### src/dsq_consts.vh
// constants for the debug state3 sequencer and banked comparator window
//
// Notes on behaviour
// - in state3 the 4-bit next code picks the target of a match
// - simultaneous matches: lowest numbered channel wins
// - a match leading to final state beats every other match, but not a disarm write
// - codes 0000/0001/0010: any match goes to state1/state2/final
// - codes 0011/0100/0101: only channel 0 acts, to state1/state2/final
// - codes 0110/0111/1000: only channel 1 acts, to state1/state2/final
// - code 1001: channel 2 to state2, channel 0 to final
// - code 1010: channel 1 to state1, channel 3 to state2
// - code 1011: channel 3 to state2, channel 1 to final
// - code 1100: channel 2 to final; code 1101: channel 3 to final
// - all comparator banks share one 8-byte register window
// - comparators A and C: 3 address, 2 data, 2 mask, 1 control byte
// - comparators B and D: 3 address bytes and a different control byte
// - view-select field in debug control one picks the visible bank
// - for B or D the four data and mask bytes read zero, ignore writes
// - view 10 shows C and state3 control at 0x27; 11 shows D and flags
`ifndef DSQ_CONSTS_VH
`define DSQ_CONSTS_VH

// register byte addresses
`define DSQ_ADDR_CTRL1 8'h20
`define DSQ_ADDR_ARM 8'h21
`define DSQ_ADDR_STATE 8'h22
`define DSQ_ADDR_IRQ_STAT 8'h23
`define DSQ_ADDR_IRQ_EN 8'h24
`define DSQ_ADDR_IRQ_CLR 8'h25
`define DSQ_ADDR_SCR3 8'h27
`define DSQ_ADDR_WIN_BASE 8'h28
`define DSQ_ADDR_WIN_LAST 8'h2F

// window byte offsets from the base
`define DSQ_WIN_CTL 3'h0
`define DSQ_WIN_ADDR_HI 3'h1
`define DSQ_WIN_ADDR_MD 3'h2
`define DSQ_WIN_ADDR_LO 3'h3
`define DSQ_WIN_DATA_HI 3'h4
`define DSQ_WIN_DATA_LO 3'h5
`define DSQ_WIN_MASK_HI 3'h6
`define DSQ_WIN_MASK_LO 3'h7

// field positions
`define DSQ_CTRL1_VIEW_LSB 0
`define DSQ_CTL_EN_BIT 0
`define DSQ_CTL_DATA_BIT 1
`define DSQ_CTL_RW_BIT 2
`define DSQ_CTL_RWE_BIT 3
`define DSQ_CTLBD_MASK 8'h0D
`define DSQ_CTLAC_MASK 8'h0F

// reset values
`define DSQ_RST_BYTE 8'h00
`define DSQ_RST_SCR3 4'h0

// interrupt status bits
`define DSQ_IRQ_FINAL 0
`define DSQ_IRQ_MATCH 1

// sequencer state codes (one-hot)
`define DSQ_ST_IDLE 5'h01
`define DSQ_ST_S1 5'h02
`define DSQ_ST_S2 5'h04
`define DSQ_ST_S3 5'h08
`define DSQ_ST_FINAL 5'h10

`endif

### src/dsq_seq.v
// debug trigger sequencer state3 selection with banked comparator window
`timescale 1ns/1ps
`default_nettype none
`include "dsq_consts.vh"

module dsq_seq #(
    parameter AW = 24,
    parameter DW = 16
) (
    // clock, reset, enable
    input wire i_mclk,
    input wire i_rst_n,
    input wire i_ce,
    // register port
    input wire [7:0] i_addr,
    input wire [7:0] i_wdata,
    input wire i_wr,
    input wire i_rd,
    output reg [7:0] o_rdata,
    // observed bus
    input wire i_bus_valid,
    input wire [AW-1:0] i_bus_addr,
    input wire [DW-1:0] i_bus_data,
    input wire i_bus_rnw,
    // sequencer state and events
    output wire [4:0] o_state,
    output wire o_final,
    output wire o_irq
);

    ////////////////////////////////////////////////////////////////////////
    // registers
    reg [7:0] ctrl1_reg;
    reg [3:0] scr3_reg;
    reg [4:0] state_reg;
    reg [4:0] state_next;
    reg [3:0] flags_reg;
    reg [1:0] irq_stat_reg;
    reg [1:0] irq_en_reg;
    reg [7:0] ctl_reg [0:3];
    reg [AW-1:0] cadr_reg [0:3];
    reg [DW-1:0] cdat_reg [0:1];
    reg [DW-1:0] cmsk_reg [0:1];

    wire [1:0] view = ctrl1_reg[`DSQ_CTRL1_VIEW_LSB+1:`DSQ_CTRL1_VIEW_LSB];
    wire view_ac = ~view[0]; // A=00, C=10 carry data compare
    wire win_hit = (i_addr >= `DSQ_ADDR_WIN_BASE) && (i_addr <= `DSQ_ADDR_WIN_LAST);
    wire [2:0] woff = i_addr[2:0];
    wire ac_idx = view[1]; // data bank index: A=0, C=1

    ////////////////////////////////////////////////////////////////////////
    // comparators: address match, optional data compare on A and C
    reg [3:0] match;
    integer k;
    always @* begin
        for (k = 0; k < 4; k = k + 1) begin
            match[k] = i_bus_valid && ctl_reg[k][`DSQ_CTL_EN_BIT]
                && (cadr_reg[k] == i_bus_addr)
                && (!ctl_reg[k][`DSQ_CTL_RWE_BIT]
                    || (ctl_reg[k][`DSQ_CTL_RW_BIT] == i_bus_rnw));
            // data compare exists only on A (0) and C (2)
            if (k == 0 || k == 2) begin
                if (ctl_reg[k][`DSQ_CTL_DATA_BIT] &&
                    (((i_bus_data ^ cdat_reg[k/2]) & cmsk_reg[k/2]) != {DW{1'b0}}))
                    match[k] = 1'b0;
            end
        end
    end

    ////////////////////////////////////////////////////////////////////////
    // state3 next state decode; final targets checked first
    reg [4:0] s3_target;
    always @* begin
        s3_target = `DSQ_ST_S3;
        case (scr3_reg)
            4'h0: if (|match) s3_target = `DSQ_ST_S1;
            4'h1: if (|match) s3_target = `DSQ_ST_S2;
            4'h2: if (|match) s3_target = `DSQ_ST_FINAL;
            4'h3: if (match[0]) s3_target = `DSQ_ST_S1;
            4'h4: if (match[0]) s3_target = `DSQ_ST_S2;
            4'h5: if (match[0]) s3_target = `DSQ_ST_FINAL;
            4'h6: if (match[1]) s3_target = `DSQ_ST_S1;
            4'h7: if (match[1]) s3_target = `DSQ_ST_S2;
            4'h8: if (match[1]) s3_target = `DSQ_ST_FINAL;
            4'h9: begin
                // channel 0 is lower and leads to final, so it wins twice over
                if (match[0]) s3_target = `DSQ_ST_FINAL;
                else if (match[2]) s3_target = `DSQ_ST_S2;
            end
            4'hA: begin
                if (match[1]) s3_target = `DSQ_ST_S1;
                else if (match[3]) s3_target = `DSQ_ST_S2;
            end
            4'hB: begin
                if (match[1]) s3_target = `DSQ_ST_FINAL;
                else if (match[3]) s3_target = `DSQ_ST_S2;
            end
            4'hC: if (match[2]) s3_target = `DSQ_ST_FINAL;
            4'hD: if (match[3]) s3_target = `DSQ_ST_FINAL;
            default: s3_target = `DSQ_ST_S3; // reserved codes hold
        endcase
    end

    ////////////////////////////////////////////////////////////////////////
    // sequencer; states 1 and 2 step on any match (kept simple here)
    wire arm_wr = i_wr && (i_addr == `DSQ_ADDR_ARM);
    always @* begin
        state_next = state_reg;
        case (state_reg)
            `DSQ_ST_IDLE: if (arm_wr && i_wdata[0]) state_next = `DSQ_ST_S1;
            `DSQ_ST_S1: if (|match) state_next = `DSQ_ST_S2;
            `DSQ_ST_S2: if (|match) state_next = `DSQ_ST_S3;
            `DSQ_ST_S3: state_next = s3_target;
            `DSQ_ST_FINAL: state_next = `DSQ_ST_FINAL;
            default: state_next = `DSQ_ST_IDLE;
        endcase
        // disarm wins so software can always stop a run
        if (arm_wr && !i_wdata[0])
            state_next = `DSQ_ST_IDLE;
    end

    wire enter_final = (state_next == `DSQ_ST_FINAL) && (state_reg != `DSQ_ST_FINAL);
    wire any_match_ev = (state_reg != `DSQ_ST_IDLE) && (state_reg != `DSQ_ST_FINAL)
        && (|match);

    ////////////////////////////////////////////////////////////////////////
    // register writes and sequencer state
    wire wr_win = i_wr && win_hit;
    wire [1:0] dsel = woff[1] ? 2'd1 : 2'd0;
    always @(posedge i_mclk) begin
        if (!i_rst_n) begin
            ctrl1_reg <= `DSQ_RST_BYTE;
            scr3_reg <= `DSQ_RST_SCR3;
            state_reg <= `DSQ_ST_IDLE;
            flags_reg <= 4'h0;
            irq_stat_reg <= 2'h0;
            irq_en_reg <= 2'h0;
            for (k = 0; k < 4; k = k + 1) begin
                ctl_reg[k] <= `DSQ_RST_BYTE;
                cadr_reg[k] <= {AW{1'b0}};
            end
            for (k = 0; k < 2; k = k + 1) begin
                cdat_reg[k] <= {DW{1'b0}};
                cmsk_reg[k] <= {DW{1'b0}};
            end
        end else if (i_ce) begin
            state_reg <= state_next;
            // match flags collect per channel in states 1 to 3, cleared on arm
            if (arm_wr && i_wdata[0])
                flags_reg <= 4'h0;
            else if (any_match_ev)
                flags_reg <= flags_reg | match;
            if (i_wr && i_addr == `DSQ_ADDR_CTRL1)
                ctrl1_reg <= i_wdata;
            // 0x27 writes only reach state3 control in the non-D views
            if (i_wr && i_addr == `DSQ_ADDR_SCR3 && view != 2'b11)
                scr3_reg <= i_wdata[3:0];
            if (i_wr && i_addr == `DSQ_ADDR_IRQ_EN)
                irq_en_reg <= i_wdata[1:0];
            // set wins over clear in the same cycle
            irq_stat_reg[`DSQ_IRQ_FINAL] <= enter_final ||
                (irq_stat_reg[`DSQ_IRQ_FINAL] &&
                 !(i_wr && i_addr == `DSQ_ADDR_IRQ_CLR && i_wdata[`DSQ_IRQ_FINAL]));
            irq_stat_reg[`DSQ_IRQ_MATCH] <= any_match_ev ||
                (irq_stat_reg[`DSQ_IRQ_MATCH] &&
                 !(i_wr && i_addr == `DSQ_ADDR_IRQ_CLR && i_wdata[`DSQ_IRQ_MATCH]));
            if (wr_win) begin
                case (woff)
                    `DSQ_WIN_CTL: ctl_reg[view] <= i_wdata &
                        (view_ac ? `DSQ_CTLAC_MASK : `DSQ_CTLBD_MASK);
                    `DSQ_WIN_ADDR_HI: cadr_reg[view][AW-1:16] <= i_wdata[AW-17:0];
                    `DSQ_WIN_ADDR_MD: cadr_reg[view][15:8] <= i_wdata;
                    `DSQ_WIN_ADDR_LO: cadr_reg[view][7:0] <= i_wdata;
                    `DSQ_WIN_DATA_HI, `DSQ_WIN_DATA_LO: begin
                        if (view_ac) begin
                            if (woff[0]) cdat_reg[ac_idx][7:0] <= i_wdata;
                            else cdat_reg[ac_idx][DW-1:8] <= i_wdata[DW-9:0];
                        end
                    end
                    default: begin
                        if (view_ac) begin
                            if (woff[0]) cmsk_reg[ac_idx][7:0] <= i_wdata;
                            else cmsk_reg[ac_idx][DW-1:8] <= i_wdata[DW-9:0];
                        end
                    end
                endcase
            end
        end
    end

    ////////////////////////////////////////////////////////////////////////
    // read mux; data and mask bytes read zero for B and D
    reg [7:0] rd_mux;
    always @* begin
        rd_mux = 8'h00;
        if (win_hit) begin
            case (woff)
                `DSQ_WIN_CTL: rd_mux = ctl_reg[view];
                `DSQ_WIN_ADDR_HI: rd_mux = cadr_reg[view][AW-1:16];
                `DSQ_WIN_ADDR_MD: rd_mux = cadr_reg[view][15:8];
                `DSQ_WIN_ADDR_LO: rd_mux = cadr_reg[view][7:0];
                `DSQ_WIN_DATA_HI: rd_mux = view_ac ? cdat_reg[ac_idx][DW-1:8] : 8'h00;
                `DSQ_WIN_DATA_LO: rd_mux = view_ac ? cdat_reg[ac_idx][7:0] : 8'h00;
                `DSQ_WIN_MASK_HI: rd_mux = view_ac ? cmsk_reg[ac_idx][DW-1:8] : 8'h00;
                default: rd_mux = view_ac ? cmsk_reg[ac_idx][7:0] : 8'h00;
            endcase
        end else begin
            case (i_addr)
                `DSQ_ADDR_CTRL1: rd_mux = ctrl1_reg;
                `DSQ_ADDR_ARM: rd_mux = {7'h00, state_reg != `DSQ_ST_IDLE};
                `DSQ_ADDR_STATE: rd_mux = {3'h0, state_reg};
                `DSQ_ADDR_IRQ_STAT: rd_mux = {6'h00, irq_stat_reg};
                `DSQ_ADDR_IRQ_EN: rd_mux = {6'h00, irq_en_reg};
                `DSQ_ADDR_SCR3: rd_mux = (view == 2'b11) ? {4'h0, flags_reg}
                    : {4'h0, scr3_reg};
                default: rd_mux = 8'h00;
            endcase
        end
    end

    // read data stand in the cycle after the strobe only
    always @(posedge i_mclk) begin
        if (!i_rst_n)
            o_rdata <= 8'h00;
        else if (i_ce)
            o_rdata <= i_rd ? rd_mux : 8'h00;
    end

    assign o_state = state_reg;
    assign o_final = state_reg == `DSQ_ST_FINAL;
    assign o_irq = |(irq_stat_reg & irq_en_reg);

endmodule
`default_nettype wire

### config.mk
export PLATFORM = sky130hd
export DESIGN_NAME = dsq_seq
export DESIGN_NICKNAME = d
export VERILOG_FILES = /design/src/dsq_seq.v
export VERILOG_INCLUDE_DIRS = /design/src /design/src/src
export SDC_FILE = /design/constraint.sdc
export NUM_CORES = 1
export LEC_CHECK = 0
export BUFFER_PORTS_ARGS = -buffer_cell sky130_fd_sc_hd__buf_4
export CAP_MARGIN = 15
export CORE_MARGIN = 5
export CORE_UTILIZATION = 35
export DETAILED_ROUTE_END_ITERATION = 10
export GPL_TIMING_DRIVEN = 0
export HOLD_SLACK_MARGIN = 0.05
export PLACE_DENSITY = 0.59
export SLEW_MARGIN = 10
export SYNTH_ARGS = -nofsm -noshare
export SYNTH_HDL_FRONTEND = slang
export SYNTH_SLANG_ARGS = --single-unit
### constraint.sdc
create_clock -name i_mclk -period 6.5 [get_ports i_mclk]
set_clock_uncertainty 0.15 [all_clocks]
set_input_delay 1.95 -clock i_mclk [delete_from_list [all_inputs] [get_ports i_mclk]]
set_output_delay 1.95 -clock i_mclk [all_outputs]
set_load 0.02 [all_outputs]
==> impl_metrics.env, run 1 <==
export IMPL_syn_num_nets=1120
export IMPL_place_inst=1580
export IMPL_synthCells=1057
export IMPL_use_met3=0.0351
export IMPL_hold_path_class="flop to flop"
export IMPL_core_area_um2=33400
export IMPL_fin_crit_sh=0.732
export IMPL_numCtsBuffers=25
export IMPL_yosysSeqAreaShare=0.509
export IMPL_grt_busiest_layer="met2"
export IMPL_max_freq_mhz=210
export IMPL_fillerInstances=3199
export IMPL_status="finished clean"
export IMPL_post_drt_wl_per_cell_um=24.2
export IMPL_nets=1225
export IMPL_fp_row_count=67
export IMPL_start_util=0.353
export IMPL_met1_usage=0.281
export IMPL_track_usage=0.202
export IMPL_grt_max_degree=14
export IMPL_crit_chain="buf_4, nor3_1, and3_1, nand4_1, or3_1, buf_2, or3_1, clkbuf_1, nand2_1"
export IMPL_drc=0
export IMPL_path_depth=9
export IMPL_synth_edf_count=176
export IMPL_gr_usage_met2=0.318
export IMPL_start_kind="input port"
export IMPL_die_h_um=194
export IMPL_ctsResizeCount=0
export IMPL_slew_headroom=0.258
export IMPL_wirelength_um=39500
export IMPL_slowest_stage="or3_1"
export IMPL_ff2ff_path_depth=8
export IMPL_dr_first_iter_drc_count=883
export IMPL_clk_latency_ns=0.54
export IMPL_timing_final_crit_period_ns=4.76
export IMPL_hpwl_um=30000
export IMPL_p_per_area_nw_per_um2=239
export IMPL_grt_pass1_vias=8824
export IMPL_regArea_um2=6010
export IMPL_slowest_delay_ns=0.49
export IMPL_h_tree_depth=1
export IMPL_cp_num_buf_inv=3
export IMPL_postCtsSetupBuffers=0
export IMPL_synth_distinct_cells=69
export IMPL_dieWidth_um=194
export IMPL_path_class="input port to flop"
export IMPL_multi_input_area_um2=5400
export IMPL_layout_drive_gt1_share=0.156
export IMPL_num_vias=9005
export IMPL_fin_tns_setup_ns=0
export IMPL_gp_congestion=0.964
export IMPL_required_ns=6.53
export IMPL_antenna_found_initial=0
export IMPL_drt_antenna_violating_nets=0
export IMPL_path_common_cell="or3_1"
export IMPL_finalMaxSlewViolations=0
export IMPL_portBuffers=69
export IMPL_syn_area_per_cell_um2=11.2
export IMPL_grt_pass1_wl_um=57600
export IMPL_viasPerCell=5.53
export IMPL_cts_root_buffer="clkbuf_16"
export IMPL_synth_ff_type="edfxtp_1"
export IMPL_yosys_warnings=0
export IMPL_critPathTopFamily="simple AND/OR/NAND/NOR gates"
export IMPL_syn_area_um2=11800
export IMPL_end_kind="flop"
export IMPL_area_growth_pct=16.8
export IMPL_cap_violations=0
export IMPL_cp_max_fo=10
export IMPL_dieArea_um2=37500
export IMPL_rsz0062_at_grt="no"
export IMPL_cts_sink_count=212
export IMPL_hold_depth=2
export IMPL_largest_reg_flops=96
export IMPL_cts_hold_fix_buffers=0
export IMPL_n_antenna_cell=0
export IMPL_gr_total_overflow=0
export IMPL_p_leak_nw=4.94
export IMPL_firstDrtPassIters=5
export IMPL_cts_tree="yes"
export IMPL_stdcell_count=1629
export IMPL_ios=78
export IMPL_ys_async_sr_fraction=0
export IMPL_cts_clk_slew_worst_paths_ns=0.06
export IMPL_arrival_ns=4.79
export IMPL_ys_ff_latch=212
export IMPL_setup_viol=0
export IMPL_tightest_slew_ns=1.10
export IMPL_hold_violations=0
export IMPL_vdd_ir_drop_max_mv=0.176
export IMPL_cts_max_path_buffers=3
## logic make-up (layout without fill, tap and decap cells)
group | after synthesis | after routing | synth area share
flip-flops | 212 | 212 | 0.509
AO/OA/AOI/OAI | 163 | 163 | 0.0895
AND/OR/NAND/NOR | 384 | 384 | 0.175
buffers and inverters | 92 | 216 | 0.0329
multiplexers | 72 | 72 | 0.0941
XOR/XNOR | 133 | 133 | 0.0988
other | 1 | 1 | 0.000318
## per-layer routing
metal	wire, um	vias to the layer above	share of wire
li1	-	4048	-
met2	18000	446	0.45
met1	16400	4409	0.41
met4	1720	0	0.043
met3	3440	102	0.087
met5	0	-	0
## synthesized netlist by cell type (5+ instances only)
cell type | count | area (um^2)
nor2_1 | 74 | 278
o22ai_1 | 9 | 56.3
a22oi_1 | 23 | 173
dfxtp_1 | 36 | 721
o21ai_0 | 53 | 265
nand3_1 | 13 | 65.1
nor2b_1 | 19 | 119
inv_1 | 24 | 90.1
mux4_2 | 31 | 698
clkbuf_1 | 50 | 188
mux2i_1 | 40 | 400
a21oi_1 | 22 | 110
and2_1 | 109 | 682
o211ai_1 | 6 | 45.0
xnor2_1 | 50 | 438
or3_1 | 12 | 75.1
edfxtp_1 | 176 | 5290
o21ai_1 | 7 | 35.0
o32ai_1 | 5 | 43.8
a221oi_1 | 7 | 61.3
a31oi_1 | 6 | 37.5
a211oi_1 | 6 | 45.0
nor4_1 | 14 | 87.6
xor2_1 | 83 | 727
nand4_1 | 19 | 119
buf_2 | 7 | 35.0
nand2_1 | 78 | 293
nor3_1 | 12 | 60.1
and3_1 | 8 | 50.1
## cells in the final DEF (no fill, tap or decap), drive strengths merged, types with 3 or more instances in the layout
master,instances
a22oi,23
or3,12
nand2,80
o21ai,61
buf,88
a21oi,23
nand4,19
nand3,14
o22ai,9
and2,109
o211ai,6
dfxtp,36
o32ai,5
clkbuf,84
clkinv,11
a211oi,6
nor2,74
mux4,31
nor4,17
nor2b,20
a221oi,7
o221ai,3
inv,30
edfxtp,176
nand2b,4
a31oi,6
xor2,83
xnor2,50
nor3,12
mux2i,40
and3,8
## area by class of cell
class	instances	share of cell area
Timing Repair Buffer	78	0.0418
Tap cell	448	0.0407
Clock inverter	17	0.0112
Inverter	27	0.00736
Multi-Input combinational cell	753	0.392
Buffer	65	0.0208
Sequential cell	212	0.436
Clock buffer	29	0.0502
## worst min-delay path: cells and delay by family (launching register included)
family,cells,cell delay [ns]
compound gates,1,0.06
simple gates,1,0.07
flops,1,0.33
## report_power, final
group / switching (mW) / total [mW] / internal [mW]
Sequential: 0.0415 / 1.56 / 1.52
Combinational: 0.186 / 0.296 / 0.110
Clock: 0.591 / 1.44 / 0.846
Total: 0.819 / 3.29 / 2.47
## through the flow
step / setup WS [ns] / cell area (um^2) / hold WS, ns / utilization / total power, mW
after floorplan: 2.13 / 11800 / 0.298 / - / 1.72
after global placement: 0.906 / 12900 / 0.335 / 0.386 / 1.87
after detailed placement: 1.17 / 12900 / 0.329 / 0.387 / 1.87
after CTS: 1.71 / 13800 / 0.345 / 0.412 / 3.30
after global routing: 1.55 / 13800 / 0.391 / 0.413 / 3.38
final: 1.74 / 13800 / 0.344 / 0.413 / 3.29
## path summary, 6_finish.rpt
path	slack (ns)	to	from
setup / recovery	1.74	cadr_reg[0][8]$_SDFFCE_PN0P_	i_addr[4]
setup reg to reg	3.07	o_rdata[0]$_SDFFE_PN0P_	flop
hold reg to reg	0.34	irq_stat_reg[0]$_SDFFE_PN0P_	irq_stat_reg[0]$_SDFFE_PN0P_
hold / removal	0.34	irq_stat_reg[0]$_SDFFE_PN0P_	irq_stat_reg[0]$_SDFFE_PN0P_
Power figures use the tool's default switching activity.
==> inputs of run 2 (changes only) <==
--- a/config.mk
+++ b/config.mk
@@ -13,7 +13,7 @@
 export DETAILED_ROUTE_END_ITERATION = 10
 export GPL_TIMING_DRIVEN = 0
 export HOLD_SLACK_MARGIN = 0.05
-export PLACE_DENSITY = 0.59
+export PLACE_DENSITY = 0.61
 export SLEW_MARGIN = 10
 export SYNTH_ARGS = -nofsm -noshare
 export SYNTH_HDL_FRONTEND = slang
==> constraint.sdc (replaced) <==
create_clock -name i_mclk -period 3.82 [get_ports i_mclk]
set_clock_uncertainty 0.15 [all_clocks]
set_input_delay 1.146 -clock i_mclk [delete_from_list [all_inputs] [get_ports i_mclk]]
set_output_delay 1.146 -clock i_mclk [all_outputs]
set_load 0.02 [all_outputs]
==> impl_metrics.env, run 2 (synthesized netlist as in run 1, its figures left out) <==
export IMPL_numCtsBuffers=24
export IMPL_path_common_cell="clkbuf_1"
export IMPL_cts_root_buffer="clkbuf_16"
export IMPL_holdPathEnd="irq_stat_reg[0]$_SDFFE_PN0P_"
export IMPL_grt_max_degree=15
export IMPL_cts_sink_count=212
export IMPL_vdd_ir_drop_max_mv=0.285
export IMPL_portBuffers=69
export IMPL_p_per_area_nw_per_um2=401
export IMPL_place_inst=1577
export IMPL_mostFrequentLayoutCells="edfxtp_1 (176), and2_1 (109), xor2_1 (83)"
export IMPL_min_from="irq_stat_reg[0]$_SDFFE_PN0P_"
export IMPL_violations="setup timing"
export IMPL_timing_final_crit_period_ns=3.83
export IMPL_gr_total_overflow=0
export IMPL_arrival_ns=3.83
export IMPL_r2r_setup_slack_ns=0.43
export IMPL_final_common_cell="edfxtp_1"
export IMPL_grt_pass1_vias=9087
export IMPL_required_ns=3.82
export IMPL_dieArea_um2=37500
export IMPL_p_leak_nw=4.90
export IMPL_hpwl_um=29600
export IMPL_firstDrtPassIters=6
export IMPL_ios=78
export IMPL_cts_tree="yes"
export IMPL_worstReg2RegEnd="o_rdata[0]$_SDFFE_PN0P_"
export IMPL_status="finished with violations"
export IMPL_grt_pass1_wl_um=57600
export IMPL_slew_headroom=0.251
export IMPL_cts_clk_slew_worst_paths_ns=0.06
export IMPL_fin_ws_ns=-0.0112
export IMPL_fillerInstances=3242
export IMPL_start_kind="input port"
export IMPL_cap_violations=0
export IMPL_hold_path_class="flop to flop"
export IMPL_hold_depth=2
export IMPL_ff2ff_path_depth=8
export IMPL_dieWidth_um=194
export IMPL_stdcell_count=1626
export IMPL_fp_row_count=67
export IMPL_largest_reg_flops=96
export IMPL_die_h_um=194
export IMPL_dr_first_iter_drc_count=967
export IMPL_end_kind="flop"
export IMPL_final_core_util=0.412
export IMPL_wirelength_um=39300
export IMPL_num_vias=9150
export IMPL_drt_antenna_violating_nets=0
export IMPL_h_tree_depth=1
export IMPL_max_freq_mhz=261
export IMPL_rsz0062_at_grt="no"
export IMPL_viasPerCell=5.63
export IMPL_cts_max_path_buffers=3
export IMPL_n_antenna_cell=0
export IMPL_layout_drive_gt1_share=0.153
export IMPL_cts_hold_fix_buffers=0
export IMPL_setup_viol=1
export IMPL_area_growth_pct=16.5
export IMPL_cp_max_fo=10
export IMPL_gp_congestion=0.950
export IMPL_start_util=0.353
export IMPL_path_class="input port to flop"
export IMPL_nets=1224
export IMPL_hold_violations=0
export IMPL_antenna_found_initial=0
export IMPL_clk_latency_ns=0.53
export IMPL_core_area_um2=33400
export IMPL_drc=0
export IMPL_finalMaxSlewViolations=0
export IMPL_fin_crit_sh=1.00
export IMPL_track_usage=0.201
export IMPL_slowest_delay_ns=0.49
export IMPL_crit_chain="clkbuf_1, buf_2, buf_1, o21ai_0, or3_1, clkbuf_1, nand2_1"
export IMPL_post_drt_wl_per_cell_um=24.2
export IMPL_tightest_slew_ns=1.12
export IMPL_slowest_stage="nand2_1"
[run 2: final cells by class]
type / instances / area [um^2] / area share
sequential: 212 / 6010 / 0.437
timing repair buffer: 78 / 576 / 0.0419
inverter: 27 / 101 / 0.00738
buffer: 65 / 287 / 0.0209
tap: 448 / 561 / 0.0408
clock inverter: 17 / 166 / 0.0121
clock buffer: 26 / 629 / 0.0458
multi-input combinational: 753 / 5420 / 0.394
[run 2: worst max-delay path: cells and delay by family]
kind	cells	cell delay (ns)
buffers and inverters	4	1.59
AND/OR/NAND/NOR	2	0.85
AO/OA/AOI/OAI	1	0.24
[run 2: power by group]
group	switching [mW]	total, mW	internal (mW)
Clock	0.966	2.36	1.39
Combinational	0.316	0.503	0.186
Sequential	0.0712	2.65	2.58
[run 2: metal layers]
metal	GRT usage	vias up	wire length, um
met2	0.313	550	17600
met4	0.0897	0	1880
met3	0.0407	119	3890
met5	0	-	0
li1	-	4031	-
met1	0.273	4450	16000
[run 2: per-stage QoR]
stage / TNS [ns] / power [mW] / area, um^2 / setup slack [ns] / hold slack (ns)
floorplan: 0 / 2.93 / 11800 / 0.255 / 0.298
global placement: -108.79 / 3.18 / 12900 / -0.847 / 0.335
detailed placement: -82.48 / 3.19 / 12900 / -0.708 / 0.348
CTS: -0.0952 / 5.52 / 13700 / -0.0106 / 0.355
global route: 0 / 5.65 / 13700 / 0.00553 / 0.375
finish: -0.0112 / 5.51 / 13700 / -0.0112 / 0.366
[run 2: repair_timing]
item,in CTS,in global routing
pin swaps,0,1
endpoints found under the setup margin,42,52
setup buffers,0,2
cloned,0,0
resized for setup,4,4
[run 2: how the worst max path moves through the flow]
stage               from  depth (start not counted)  slack (ns)                            end
2_1_floorplan  i_addr[4]                          5        0.26   cadr_reg[1][0]$_SDFFCE_PN0P_
3_3_place_gp   i_addr[4]                          7       -0.85      cadr_reg[3][11]$_DFFE_PP_
3_5_place_dp   i_addr[0]                          5       -0.71  cmsk_reg[1][12]$_SDFFCE_PN0P_
4_1_cts        i_addr[4]                          6       -0.01  cadr_reg[1][21]$_SDFFCE_PN0P_
5_1_grt        i_addr[4]                         10       0.006   cadr_reg[2][7]$_SDFFCE_PN0P_
6_report       i_addr[0]                          7       -0.01  cadr_reg[2][19]$_SDFFCE_PN0P_
